<file path="config.mk">
export PLATFORM = sky130hd
export DESIGN_NAME = sem_event_masks
export DESIGN_NICKNAME = d
export VERILOG_FILES = /design/src/hdl/sem_pkg.sv /design/src/hdl/sem_event_masks.sv
export VERILOG_INCLUDE_DIRS = /design/src /design/src/hdl
export SDC_FILE = /design/constraint.sdc
export NUM_CORES = 1
export LEC_CHECK = 0
export BUFFER_PORTS_ARGS = -buffer_cell sky130_fd_sc_hd__buf_4
export CORE_ASPECT_RATIO = 0.5
export CORE_UTILIZATION = 31
export CTS_CLUSTER_DIAMETER = 40
export DETAILED_ROUTE_END_ITERATION = 6
export GPL_TIMING_DRIVEN = 0
export MAX_ROUTING_LAYER = met4
export PLACE_DENSITY = 0.78
export SYNTH_ARGS = -nofsm -noshare
export SYNTH_HDL_FRONTEND = slang
export SYNTH_SLANG_ARGS = --single-unit
</file>
<file path="constraint.sdc">
create_clock -name clk -period 0.8 [get_ports clk]
set_input_delay 0.12 -clock clk [delete_from_list [all_inputs] [get_ports clk]]
set_output_delay 0.12 -clock clk [all_outputs]
set_load 0.03 [all_outputs]
</file>
<file path="src/hdl/sem_params.svh">
`ifndef SEM_PARAMS_SVH
`define SEM_PARAMS_SVH

`define SEM_W              16
`define SEM_SEL_MEAS       2'h0
`define SEM_SEL_QUES       2'h1
`define SEM_SEL_OPER       2'h2
`define SEM_BIT_BUFFER_FULL        9
`define SEM_BIT_READING_READY      5
`define SEM_BIT_PULSE_TRIG_TIMEOUT 4
`define SEM_BIT_READING_OVERFLOW   3
`define SEM_BIT_CAL_SUMMARY        8
`define SEM_BIT_SUPPLY_SHUTDOWN    6
`define SEM_BIT_HEATSINK_SHUTDOWN  5
`define SEM_BIT_CURR_LIMIT_TRIPPED 4
`define SEM_BIT_CURRENT_LIMITING   3
`define SEM_MEAS_DEFINED   16'h0238
`define SEM_QUES_DEFINED   16'h0100
`define SEM_OPER_DEFINED   16'h0078
`define SEM_MASK_RESET     16'h0000

`endif

</file>
<file path="src/hdl/sem_pkg.sv">
package sem_pkg;
	typedef enum logic [1:0] {
		SEM_MEAS,
		SEM_QUES,
		SEM_OPER,
		SEM_NONE
	} sem_sel_t;

	typedef struct packed {
		logic [15:0] meas;
		logic [15:0] ques;
		logic [15:0] oper;
	} sem_masks_t;
endpackage
</file>
<file path="src/hdl/sem_event_masks.sv">
`timescale 1ns/1ps
`include "sem_params.svh"
// How it works
// - Each event register has a bitwise mask.
// - Zero mask bit blocks event from summary.
// - One mask bit lets event join summary.
// - Unmasked set event raises next summary bit.
// - Mask bits load from written value's bits.
// - Measurement mask bits 9,5,4,3 defined.
// - Questionable mask only bit 8 defined.
// - Operation supply bit 6, heatsink bit 5.
// - Operation limit-tripped bit 4, limiting bit 3.
// - Preset clears all three masks, nothing else.
module sem_event_masks
	import sem_pkg::*;
(
	// Clock and reset.
	input  wire logic        clk,
	input  wire logic        rstn,
	// Mask write and read-back from the command parser.
	input  wire logic        wr_en,
	input  wire logic [1:0]  wr_sel,
	input  wire logic [15:0] wr_data,
	input  wire logic [1:0]  rd_sel,
	output logic      [15:0] rd_data,
	input  wire logic        preset,
	// Event registers and summaries.
	input  wire logic [15:0] meas_event,
	input  wire logic [15:0] ques_event,
	input  wire logic [15:0] oper_event,
	output logic             meas_summary,
	output logic             ques_summary,
	output logic             oper_summary,
	output sem_masks_t       masks
);

	// Only defined bits own a flip-flop, so reserved bits read zero by construction.
	logic        buffer_full_en_ff;
	logic        nxt_buffer_full_en;
	logic        reading_ready_en_ff;
	logic        nxt_reading_ready_en;
	logic        pulse_trigger_timeout_en_ff;
	logic        nxt_pulse_trigger_timeout_en;
	logic        reading_overflow_en_ff;
	logic        nxt_reading_overflow_en;
	logic        cal_summary_en_ff;
	logic        nxt_cal_summary_en;
	logic        supply_shutdown_en_ff;
	logic        nxt_supply_shutdown_en;
	logic        heatsink_shutdown_en_ff;
	logic        nxt_heatsink_shutdown_en;
	logic        current_limit_tripped_en_ff;
	logic        nxt_current_limit_tripped_en;
	logic        current_limiting_en_ff;
	logic        nxt_current_limiting_en;

	// Read-back and summary state.
	logic [15:0] rd_ff;
	logic [15:0] nxt_rd;
	logic        meas_sum_ff;
	logic        nxt_meas_sum;
	logic        ques_sum_ff;
	logic        nxt_ques_sum;
	logic        oper_sum_ff;
	logic        nxt_oper_sum;

	// Assembled mask words and per-register views, indexed 0 meas, 1 ques, 2 oper.
	sem_masks_t  mask_view;
	logic [2:0]  wr_hit;
	logic [2:0]  rd_hit;
	wire  [15:0] ev_vec  [3];
	wire  [15:0] mk_vec  [3];
	wire  [15:0] hit_vec [3];

	// Decode of which defined bits a selected register owns.
	function automatic logic [15:0] defined_bits(input logic [1:0] sel);
		logic [15:0] d;
		d = 16'h0000;
		if (sel == `SEM_SEL_MEAS) begin
			d[`SEM_BIT_BUFFER_FULL]        = 1'b1;
			d[`SEM_BIT_READING_READY]      = 1'b1;
			d[`SEM_BIT_PULSE_TRIG_TIMEOUT] = 1'b1;
			d[`SEM_BIT_READING_OVERFLOW]   = 1'b1;
		end else if (sel == `SEM_SEL_QUES) begin
			d[`SEM_BIT_CAL_SUMMARY]        = 1'b1;
		end else if (sel == `SEM_SEL_OPER) begin
			d[`SEM_BIT_SUPPLY_SHUTDOWN]    = 1'b1;
			d[`SEM_BIT_HEATSINK_SHUTDOWN]  = 1'b1;
			d[`SEM_BIT_CURR_LIMIT_TRIPPED] = 1'b1;
			d[`SEM_BIT_CURRENT_LIMITING]   = 1'b1;
		end
		return d;
	endfunction

	// One-hot decode of a select code; code 3 selects nothing.
	function automatic logic [2:0] sel_onehot(input logic [1:0] sel);
		logic [2:0] h;
		h = 3'h0;
		if (sel == `SEM_SEL_MEAS) begin
			h = 3'h1;
		end else if (sel == `SEM_SEL_QUES) begin
			h = 3'h2;
		end else if (sel == `SEM_SEL_OPER) begin
			h = 3'h4;
		end
		return h;
	endfunction

	// Write strobes and read selects share one decode.
	assign wr_hit    = wr_en ? sel_onehot(wr_sel) : 3'h0;
	assign rd_hit    = sel_onehot(rd_sel);
	// Flatten the struct so one loop serves all three registers.
	assign ev_vec[0] = meas_event;
	assign ev_vec[1] = ques_event;
	assign ev_vec[2] = oper_event;
	assign mk_vec[0] = mask_view.meas;
	assign mk_vec[1] = mask_view.ques;
	assign mk_vec[2] = mask_view.oper;

	// Measurement mask group. Preset beats a simultaneous write so the masks end up known-clear.
	always_comb begin
		nxt_buffer_full_en           = buffer_full_en_ff;
		nxt_reading_ready_en         = reading_ready_en_ff;
		nxt_pulse_trigger_timeout_en = pulse_trigger_timeout_en_ff;
		nxt_reading_overflow_en      = reading_overflow_en_ff;
		if (preset) begin
			nxt_buffer_full_en           = 1'b0;
			nxt_reading_ready_en         = 1'b0;
			nxt_pulse_trigger_timeout_en = 1'b0;
			nxt_reading_overflow_en      = 1'b0;
		end else if (wr_hit[0]) begin
			// The parser has already turned the decimal sum into binary.
			nxt_buffer_full_en           = wr_data[`SEM_BIT_BUFFER_FULL];
			nxt_reading_ready_en         = wr_data[`SEM_BIT_READING_READY];
			nxt_pulse_trigger_timeout_en = wr_data[`SEM_BIT_PULSE_TRIG_TIMEOUT];
			nxt_reading_overflow_en      = wr_data[`SEM_BIT_READING_OVERFLOW];
		end
	end

	// Masks come out of reset cleared, the same state that a preset leaves.
	always_ff @(posedge clk or negedge rstn) begin
		if (!rstn) begin
			buffer_full_en_ff           <= 1'b0;
			reading_ready_en_ff         <= 1'b0;
			pulse_trigger_timeout_en_ff <= 1'b0;
			reading_overflow_en_ff      <= 1'b0;
		end else begin
			buffer_full_en_ff           <= nxt_buffer_full_en;
			reading_ready_en_ff         <= nxt_reading_ready_en;
			pulse_trigger_timeout_en_ff <= nxt_pulse_trigger_timeout_en;
			reading_overflow_en_ff      <= nxt_reading_overflow_en;
		end
	end

	// Questionable mask group.
	always_comb begin
		nxt_cal_summary_en = cal_summary_en_ff;
		if (preset) begin
			// Preset wins over a write here too.
			nxt_cal_summary_en = 1'b0;
		end else if (wr_hit[1]) begin
			nxt_cal_summary_en = wr_data[`SEM_BIT_CAL_SUMMARY];
		end
	end

	// Reset clears the questionable mask as well.
	always_ff @(posedge clk or negedge rstn) begin
		if (!rstn) begin
			cal_summary_en_ff <= 1'b0;
		end else begin
			cal_summary_en_ff <= nxt_cal_summary_en;
		end
	end

	// Operation mask group.
	always_comb begin
		nxt_supply_shutdown_en       = supply_shutdown_en_ff;
		nxt_heatsink_shutdown_en     = heatsink_shutdown_en_ff;
		nxt_current_limit_tripped_en = current_limit_tripped_en_ff;
		nxt_current_limiting_en      = current_limiting_en_ff;
		if (preset) begin
			// Preset wins over a write here too.
			nxt_supply_shutdown_en       = 1'b0;
			nxt_heatsink_shutdown_en     = 1'b0;
			nxt_current_limit_tripped_en = 1'b0;
			nxt_current_limiting_en      = 1'b0;
		end else if (wr_hit[2]) begin
			nxt_supply_shutdown_en       = wr_data[`SEM_BIT_SUPPLY_SHUTDOWN];
			nxt_heatsink_shutdown_en     = wr_data[`SEM_BIT_HEATSINK_SHUTDOWN];
			nxt_current_limit_tripped_en = wr_data[`SEM_BIT_CURR_LIMIT_TRIPPED];
			nxt_current_limiting_en      = wr_data[`SEM_BIT_CURRENT_LIMITING];
		end
	end

	// Reset clears the operation mask as well.
	always_ff @(posedge clk or negedge rstn) begin
		if (!rstn) begin
			supply_shutdown_en_ff       <= 1'b0;
			heatsink_shutdown_en_ff     <= 1'b0;
			current_limit_tripped_en_ff <= 1'b0;
			current_limiting_en_ff      <= 1'b0;
		end else begin
			supply_shutdown_en_ff       <= nxt_supply_shutdown_en;
			heatsink_shutdown_en_ff     <= nxt_heatsink_shutdown_en;
			current_limit_tripped_en_ff <= nxt_current_limit_tripped_en;
			current_limiting_en_ff      <= nxt_current_limiting_en;
		end
	end

	// Reserved positions stay at the cleared value on read-back and in the summary.
	// Write data for reserved positions is dropped because no flip-flop takes it.
	always_comb begin
		mask_view                                  = {3{`SEM_MASK_RESET}};
		mask_view.meas[`SEM_BIT_BUFFER_FULL]        = buffer_full_en_ff;
		mask_view.meas[`SEM_BIT_READING_READY]      = reading_ready_en_ff;
		mask_view.meas[`SEM_BIT_PULSE_TRIG_TIMEOUT] = pulse_trigger_timeout_en_ff;
		mask_view.meas[`SEM_BIT_READING_OVERFLOW]   = reading_overflow_en_ff;
		mask_view.ques[`SEM_BIT_CAL_SUMMARY]        = cal_summary_en_ff;
		mask_view.oper[`SEM_BIT_SUPPLY_SHUTDOWN]    = supply_shutdown_en_ff;
		mask_view.oper[`SEM_BIT_HEATSINK_SHUTDOWN]  = heatsink_shutdown_en_ff;
		mask_view.oper[`SEM_BIT_CURR_LIMIT_TRIPPED] = current_limit_tripped_en_ff;
		mask_view.oper[`SEM_BIT_CURRENT_LIMITING]   = current_limiting_en_ff;
	end

	// Masking is one AND gate per event bit; a zero mask bit blocks the event.
	// A reserved bit has no mask flip-flop and so can never reach a summary.
	for (genvar r = 0; r < 3; r++) begin : g_reg
		for (genvar b = 0; b < `SEM_W; b++) begin : g_bit
			assign hit_vec[r][b] = ev_vec[r][b] & mk_vec[r][b];
		end
	end

	// Summaries are levels, registered once so they never glitch on a mask write.
	// They use the stored masks, so a new mask affects them one clock after the write.
	always_comb begin
		nxt_meas_sum = |hit_vec[0];
		nxt_ques_sum = |hit_vec[1];
		nxt_oper_sum = |hit_vec[2];
	end

	always_ff @(posedge clk or negedge rstn) begin
		if (!rstn) begin
			meas_sum_ff <= 1'b0;
			ques_sum_ff <= 1'b0;
			oper_sum_ff <= 1'b0;
		end else begin
			meas_sum_ff <= nxt_meas_sum;
			ques_sum_ff <= nxt_ques_sum;
			oper_sum_ff <= nxt_oper_sum;
		end
	end

	// Read-back group. The selected word is registered, so it shows one clock after rd_sel.
	// Code 3 selects no register and reads zero.
	always_comb begin
		nxt_rd = 16'h0000;
		for (int r = 0; r < 3; r++) begin
			if (rd_hit[r]) begin
				nxt_rd = mk_vec[r] & defined_bits(2'(r));
			end
		end
	end

	always_ff @(posedge clk or negedge rstn) begin
		if (!rstn) begin
			rd_ff <= 16'h0000;
		end else begin
			rd_ff <= nxt_rd;
		end
	end

	// Outputs come straight from flip-flops, except reserved bits of masks, which are tied to zero.
	assign rd_data      = rd_ff;
	assign meas_summary = meas_sum_ff;
	assign ques_summary = ques_sum_ff;
	assign oper_summary = oper_sum_ff;
	assign masks        = mask_view;

endmodule

</file>
==> results_dict.tcl, run 1 <==
set metrics [dict create \
    status "complete, but fails checks" \
    violations "negative setup slack" \
    critPathLaunchType "flip-flop" \
    crit_path_max_fanout 2 \
    path_cells "buf_6 > buf_6" \
    max_stage_delay_ns 0.43 \
    met3_length_um 187 \
    grt_pass1_wl_um 3670 \
    hold_violations 0 \
    hp-class "input port to flip-flop" \
    insertion_delay_ns 0.25 \
    tns_ns -3.25 \
    core-area_um2 3600 \
    overflow 0 \
    slowest_stage "dfrtp_1" \
    syn-cell-area_um2 1230 \
    hold_start "rd_sel[0]" \
    drc 0 \
    multiInputGateArea_um2 574 \
    fmax_mhz 945 \
    end_kind "output port" \
    crit_arrival_ns 0.94 \
    dieArea_um2 4230 \
    clock-sinks 18 \
    r2r_cells 3 \
    num_antenna_cells 0 \
    ios 139 \
    n_fill_cell 276 \
    powerDensity_nw_per_um2 1200 \
    routabilityCongestion 0.707 \
    instances_no_fill 274 \
    final_area_um2 2080 \
    start_util 0.341 \
    fin_worst_skew_ns 0.00518 \
    cts-root-buf "clkbuf_8" \
    path_clk_slew_ns 0.06 \
    area_growth_pct 68.9 \
    antenna_found_initial 0 \
    portBuffers 39 \
    rr_endpoint "oper_summary" \
    drt-total-wl_um 2570 \
    seq_area_um2 450 \
    holdPathStages 2 \
    leakagePower_nw 1.21 \
    fin_util 0.576 \
    final-setup-viol-count 26 \
    r2r_slack_ns -0.13 \
    dr_total_vias 963 \
    crit_family "flip-flops" \
    peakVddDrop_mv 0.571 \
    cpMostUsedCell "buf_6" \
    avgViaCountPerCell 3.51 \
    cts_buffer_depth 2 \
    grt_setup_unrepaired "true" \
    netlist_instances 123 \
    path_buf_inv 2 \
    dr_wl_met2_um 1330 \
    htreeDepth 1 \
    max-cap-violations 0 \
    wl_per_cell_um 9.39 \
    chipHeight_um 46.5 \
    path_class "flip-flop to output port" \
    synth.distinct_cells 16 \
    grt_max_degree 19 \
    ys_ff_latch 18 \
    dpl_cell_area_um2 1770 \
    setup_ws_ns -0.258 \
    first_iter_violations 34 \
    grt.total_usage 0.117 \
    ys_warn_count 0 \
    cts_tree "yes" \
    hpwl_um 1860 \
    fin_crit_ns 1.06 \
    numCtsBuffers 3 \
    layout-drive-gt1-share 0.547 \
    regToRegStartpoint "current_limiting_en_ff" \
    routed.top_layer "met4" \
    maxSlewViolCount 0 \
    ant_nets 0 \
    first_global_vias 858 \
    fp.dieW_um 91.0 \
    min_to "rd_data[9]" \
    wl_met1_um 1030 \
    dp.cells 261 \
    final_net_count 297 \
    num_rows 15 \
    ys_seq_area_frac 0.367 \
    avgSynthCellArea_um2 9.99 \
    period_share 1.32 \
    cp_data_required_time_ns 0.68 \
    drt_pass1_iterations 4 \
]
per-stage QoR:
| stage | setup slack, ns | power, W | hold slack [ns] |
|---|---|---|---|
| after floorplan | 0.0787 | 0.00161 | -0.176 |
| after global placement | -0.0724 | 0.00178 | -0.00830 |
| after detailed placement | -0.108 | 0.00179 | -0.00646 |
| after CTS | -0.224 | 0.00244 | 0.0615 |
| after global routing | -0.265 | 0.00259 | 0.0618 |
| final | -0.258 | 0.00249 | 0.0663 |
report_power, final:
part	internal, W	switching [W]	total, W	leakage, nW
registers	0.000939	0.0000213	0.000960	0.248
logic	0.000401	0.000523	0.000924	0.937
clock network	0.000334	0.000272	0.000606	0.0216
worst reg2reg max path, stage by stage (launching register included):
cell	delay, ns
dfrtp_1	0.40
buf_6	0.14
a22oi_1	0.19
nand2_1	0.08
cell type report:
cell class	count	area share
Multi-Input combinational cell	93	0.277
Sequential cell	18	0.217
Tap cell	51	0.0307
Buffer	60	0.230
Timing Repair Buffer	49	0.225
Clock buffer	3	0.0199
sequential cells by signal (all words and copies together), names as in the netlist:
name / flops
rd_data: 6
current_limiting_en_ff: 1
reading_overflow_en_ff: 1
pulse_trigger_timeout_en_ff: 1
current_limit_tripped_en_ff: 1
supply_shutdown_en_ff: 1
buffer_full_en_ff: 1
ques_summary: 1
reading_ready_en_ff: 1
heatsink_shutdown_en_ff: 1
cal_summary_en_ff: 1
meas_summary: 1
oper_summary: 1
placed cells by master, fill, tap and decap left out:
| cell | netlist | final |
|---|---|---|
| buf_2 | 1 | 1 |
| nand3b_2 | 1 | 1 |
| nand2b_4 | 0 | 5 |
| a22oi_2 | 0 | 3 |
| buf_4 | 58 | 71 |
| nand2_1 | 3 | 3 |
| nor3b_4 | 1 | 1 |
| and2_4 | 0 | 1 |
| clkbuf_8 | 0 | 3 |
| dfrtp_1 | 18 | 18 |
| a22oi_1 | 4 | 1 |
| clkbuf_1 | 1 | 1 |
| dlygate4sd3_1 | 0 | 1 |
| nor3b_2 | 0 | 1 |
| conb_1 | 1 | 49 |
| mux2i_1 | 12 | 12 |
| nand2b_1 | 15 | 10 |
| nand3b_1 | 1 | 1 |
| nor2_1 | 4 | 4 |
| and3b_1 | 1 | 1 |
| buf_6 | 0 | 35 |
what timing repair did:
action                                 4_1_cts  5_1_grt
buffers inserted                             9        0
gates resized for setup                     28       17
pin swaps                                    0        1
endpoints found under the hold margin       18        0
hold buffers                                 1        0
setup endpoints to repair                   19       34
logic make-up after synthesis:
| kind of cell | after synthesis | synth area share |
|---|---|---|
| AOI/OAI and AO/OA | 4 | 0.0244 |
| other | 1 | 0.00305 |
| DFF | 18 | 0.367 |
| buffers and inverters | 60 | 0.362 |
| and+or+nand+nor | 28 | 0.147 |
| muxes | 12 | 0.0978 |
worst max path at each step:
stage                                 from                     end  slack [ns]  cells past startpoint
2_1_floorplan       current_limiting_en_ff            oper_summary        0.08                      2
3_3_place_gp                     wr_sel[1]       buffer_full_en_ff       -0.07                      3
3_5_place_dp                     wr_sel[1]  reading_overflow_en_ff       -0.11                      3
4_1_cts            heatsink_shutdown_en_ff                masks[5]       -0.22                      2
5_1_grt        pulse_trigger_timeout_en_ff               masks[36]       -0.26                      2
6_report       pulse_trigger_timeout_en_ff               masks[36]       -0.26                      2
cells in the mapped netlist:
| cell | number | area share |
|---|---|---|
| conb_1 | 1 | 0.0031 |
| buf_2 | 1 | 0.0041 |
| buf_4 | 58 | 0.35 |
| nand2_1 | 3 | 0.0092 |
| nand3b_1 | 1 | 0.0061 |
| dfrtp_1 | 18 | 0.37 |
| nor2_1 | 4 | 0.012 |
| nor3b_1 | 1 | 0.0061 |
| and2_1 | 1 | 0.0051 |
| nand3b_2 | 1 | 0.0092 |
| clkbuf_1 | 1 | 0.0031 |
| mux2i_1 | 12 | 0.098 |
| and3b_1 | 1 | 0.0071 |
| a22oi_1 | 4 | 0.024 |
| nor3b_4 | 1 | 0.015 |
| nand2b_1 | 15 | 0.076 |
per-layer routing:
layer,global-route usage,up-vias
li1,-,488
met1,0.136,421
met2,0.214,50
met3,0.0198,4
met4,0.0381,0
met5,-,-
No activity file was read; power rests on OpenSTA's default activity.
==> inputs of run 2 (changes only) <==
--- a/config.mk
+++ b/config.mk
@@ -12,8 +12,8 @@
 export CTS_CLUSTER_DIAMETER = 40
 export DETAILED_ROUTE_END_ITERATION = 6
 export GPL_TIMING_DRIVEN = 0
-export MAX_ROUTING_LAYER = met4
 export PLACE_DENSITY = 0.78
+export SLEW_MARGIN = 40
 export SYNTH_ARGS = -nofsm -noshare
 export SYNTH_HDL_FRONTEND = slang
 export SYNTH_SLANG_ARGS = --single-unit
==> results_dict.tcl, run 2 (synthesis results as in run 1) <==
set metrics [dict create \
    status "complete, but fails checks" \
    violations "negative setup slack" \
    area_growth_pct 68.9 \
    insertion_delay_ns 0.25 \
    hold_ws_ns 0.0688 \
    overflow 0 \
    power_frac_comb 0.371 \
    core-area_um2 3600 \
    grt.total_usage 0.113 \
    path_class "flip-flop to output port" \
    antenna_found_initial 0 \
    setup_ws_ns -0.258 \
    dr_wl_met2_um 1360 \
    ios 139 \
    start_util 0.341 \
    layout-drive-gt1-share 0.547 \
    grt_setup_unrepaired "true" \
    dieArea_um2 4230 \
    path_cells "buf_6 > buf_6" \
    cts_tree "yes" \
    met3_length_um 174 \
    routabilityCongestion 0.699 \
    fin_crit_ns 1.06 \
    avgViaCountPerCell 3.50 \
    grt_pass1_wl_um 3670 \
    cts_buffer_depth 2 \
    end_kind "output port" \
    drc 0 \
    seq_power_share 0.386 \
    htreeDepth 1 \
    drt-total-wl_um 2560 \
    instances_no_fill 274 \
    crit_arrival_ns 0.94 \
    fmax_mhz 945 \
    crit_path_max_fanout 2 \
    fin_worst_skew_ns 0.00528 \
    ant_nets 0 \
    period_share 1.32 \
    p_int_w 0.00167 \
    critPathLaunchType "flip-flop" \
    numCtsBuffers 3 \
    final_net_count 297 \
    first_global_vias 859 \
    cpMostUsedCell "buf_6" \
    cts-root-buf "clkbuf_8" \
    dp.cells 261 \
    grt_max_degree 19 \
    hold_violations 0 \
    p_total_w 0.00249 \
    powerDensity_nw_per_um2 1200 \
    cp_data_required_time_ns 0.68 \
    drt_pass1_iterations 4 \
    pre_cts_slack_ns -0.108 \
    hp-class "input port to flip-flop" \
    max-cap-violations 0 \
    largest_reg_flops 6 \
    clock_power_share 0.242 \
    hpwl_um 1860 \
    final-setup-viol-count 26 \
    chipHeight_um 46.5 \
    num_rows 15 \
    max_stage_delay_ns 0.43 \
    first_iter_violations 33 \
    portBuffers 39 \
    tns_ns -3.23 \
    clock-sinks 18 \
    wl_met1_um 1030 \
    maxSlewViolCount 0 \
    netSwitchingFraction 0.327 \
    wl_per_cell_um 9.35 \
    fp.dieW_um 91.0 \
    leakagePower_nw 1.21 \
    num_antenna_cells 0 \
    final_cell_mix "buf_4, conb_1, buf_6" \
    path_clk_slew_ns 0.06 \
    peakVddDrop_mv 0.570 \
    dr_total_vias 958 \
    final_common_cell "buf_4" \
    switchingPower_w 0.000813 \
    slowest_stage "dfrtp_1" \
    routed.top_layer "met4" \
]
==> run 2: cell counts in the layout (fill, tap and decap cells not counted) <==
No cell type changed its count.
==> run 2: timing repair <==
action	in CTS	in global routing
setup endpoints to repair	19	34
endpoints found under the hold margin	18	0
setup buffers	9	0
resized for setup	28	17
hold buffers	1	0
pin swaps	0	1
==> run 2: worst paths after layout <==
check,slack (ns),startpoint,endpoint,depth (start not counted)
setup / recovery,-0.26,pulse_trigger_timeout_en_ff,masks[36],2
hold / removal,0.07,rd_sel[0],rd_data[9],2
setup reg to reg,-0.13,pulse_trigger_timeout_en_ff,meas_summary,3
hold reg to reg,0.63,supply_shutdown_en_ff,oper_summary,3
max in group asynchronous,0.34,rstn,rd_data[5],2
min in group asynchronous,0.27,rstn,supply_shutdown_en_ff,2
==> run 2: layer usage <==
layer / vias up / GRT usage
met2: 47 / 0.214
met3: 2 / 0.0198
met5: - / 0
met1: 421 / 0.136
met4: 0 / 0.0381
li1: 488 / -
==> run 2: critical path: cells and delay by family (launching register included) <==
kind	cells	cell delay, ns
DFF	1	0.43
buffers and inverters	2	0.25
==> run 2: final cells by class <==
cell class	instances	area, um^2
repair buffers	49	468
well taps	51	63.8
clock buffers	3	41.3
flip-flops and latches	18	450
multi-input cells	93	574
plain buffers	60	478
fillers	276	1530
==> run 2: metrics by stage <==
step / utilization / instance area [um^2]
floorplan: - / 1410
global placement: 0.490 / 1770
detailed placement: 0.490 / 1770
CTS: 0.552 / 1990
global route: 0.576 / 2080
finish: 0.576 / 2080
==> run 2: power groups by stage <==
stage	sequential (W)	combinational (W)	clock, W
after floorplan	0.000998	0.000617	0
after global placement	0.000977	0.000803	0
after detailed placement	0.000977	0.000808	0
after CTS	0.000958	0.000877	0.000602
after global routing	0.000962	0.000974	0.000652
final	0.000960	0.000924	0.000603
==> inputs of run 3 (changes only) <==
--- a/config.mk
+++ b/config.mk
@@ -7,11 +7,11 @@
 export NUM_CORES = 1
 export LEC_CHECK = 0
 export BUFFER_PORTS_ARGS = -buffer_cell sky130_fd_sc_hd__buf_4
+export CAP_MARGIN = 20
 export CORE_ASPECT_RATIO = 0.5
 export CORE_UTILIZATION = 31
 export CTS_CLUSTER_DIAMETER = 40
 export DETAILED_ROUTE_END_ITERATION = 6
-export GPL_TIMING_DRIVEN = 0
 export PLACE_DENSITY = 0.78
 export SLEW_MARGIN = 40
 export SYNTH_ARGS = -nofsm -noshare
==> results_dict.tcl, run 3 (synthesis results as in run 1) <==
set metrics [dict create \
    htreeDepth 1 \
    crit_family "flip-flops" \
    antenna_found_initial 0 \
    avgViaCountPerCell 3.56 \
    crit_arrival_ns 0.83 \
    grt_setup_unrepaired "true" \
    tns_ns -2.23 \
    hold_violations 0 \
    ant_nets 0 \
    largest_reg_flops 6 \
    maxSlewViolCount 0 \
    seq_area_um2 450 \
    area_growth_pct 31.9 \
    clock-sinks 18 \
    path_cells "buf_6" \
    dr_total_vias 777 \
    cp_data_required_time_ns 0.68 \
    status "complete, but fails checks" \
    instances_no_fill 218 \
    dp.cells 204 \
    fp.dieW_um 91.0 \
    peakVddDrop_mv 0.539 \
    end_kind "output port" \
    dieArea_um2 4230 \
    hpwl_um 1610 \
    num_antenna_cells 0 \
    wl_per_cell_um 10.1 \
    grt_pass1_wl_um 2950 \
    r2r_cells 3 \
    insertion_delay_ns 0.25 \
    rr_endpoint "meas_summary" \
    numCtsBuffers 3 \
    drc 0 \
    first_global_vias 645 \
    crit_path_max_fanout 3 \
    path_class "flip-flop to output port" \
    multiInputGateArea_um2 564 \
    hold_ws_ns 0.0641 \
    period_share 1.18 \
    num_rows 15 \
    holdPathStages 2 \
    powerDensity_nw_per_um2 1460 \
    ios 139 \
    n_fill_cell 331 \
    max_stage_delay_ns 0.42 \
    final_cell_mix "conb_1, buf_4, buf_6" \
    fin_worst_skew_ns 0.00134 \
    fin_util 0.450 \
    cts_tree "yes" \
    cts-root-buf "clkbuf_8" \
    violations "negative setup slack" \
    first_iter_violations 27 \
    start_util 0.341 \
    portBuffers 40 \
    r2r_slack_ns -0.11 \
    leakagePower_nw 0.889 \
    hp-class "input port to flip-flop" \
    max-cap-violations 0 \
    min_to "rd_data[9]" \
    final_common_cell "conb_1" \
    grt.total_usage 0.0937 \
    routabilityCongestion 0.680 \
    final_net_count 240 \
    final-setup-viol-count 24 \
    overflow 0 \
    slowest_stage "dfrtp_1" \
    cts_buffer_depth 2 \
    path_buf_inv 1 \
    core-area_um2 3600 \
    chipHeight_um 46.5 \
    regToRegStartpoint "reading_overflow_en_ff" \
    setup_ws_ns -0.145 \
    drt-total-wl_um 2210 \
    fmax_mhz 1060 \
    hold_start "rd_sel[0]" \
    fin_crit_ns 0.945 \
    layout-drive-gt1-share 0.395 \
    grt_max_degree 19 \
    critPathLaunchType "flip-flop" \
    drt_pass1_iterations 4 \
    p_total_w 0.00237 \
    path_clk_slew_ns 0.06 \
]
## run 3: changes by cell type in the layout (fill, tap and decap cells not counted), sizes merged
cell and delta:
buf -56
## run 3: power breakdown
part | internal [W] | switching, W
clock network | 0.000437 | 0.000281
logic | 0.000215 | 0.000480
registers | 0.000939 | 0.0000210
## run 3: what timing repair did
item / 4_1_cts / 5_1_grt
hold endpoints to repair: 18 / 0
gates cloned: 0 / 0
resized for setup: 22 / 12
setup buffers: 9 / 0
endpoints found under the setup margin: 19 / 33
hold buffers: 1 / 0
pin swaps: 1 / 0
## run 3: final cells by class
type                       instances  share of cell area
clock buffer                       4              0.0340
multi-input combinational         93               0.348
sequential                        18               0.278
tap                               51              0.0394
timing repair buffer              52               0.300
## run 3: how the worst max path moves through the flow
stage                                  from                      to  cells after the start
finish               reading_overflow_en_ff               masks[35]                      1
global route         reading_overflow_en_ff               masks[35]                      1
CTS                 heatsink_shutdown_en_ff                masks[5]                      1
detailed placement                wr_sel[1]  reading_overflow_en_ff                      3
global placement                  wr_sel[1]       buffer_full_en_ff                      3
floorplan            current_limiting_en_ff            oper_summary                      2
## run 3: metrics by stage
stage,setup WS [ns],instance area [um^2]
2_1_floorplan,0.0787,1410
3_3_place_gp,-0.0808,1340
3_5_place_dp,-0.0845,1340
4_1_cts,-0.141,1570
5_1_grt,-0.166,1620
6_report,-0.145,1620
## run 3: layer usage
layer / share of wire / global-route usage
met5: 0 / 0
met4: 0 / 0.0286
met3: 0.071 / 0.0264
met2: 0.57 / 0.186
met1: 0.36 / 0.102
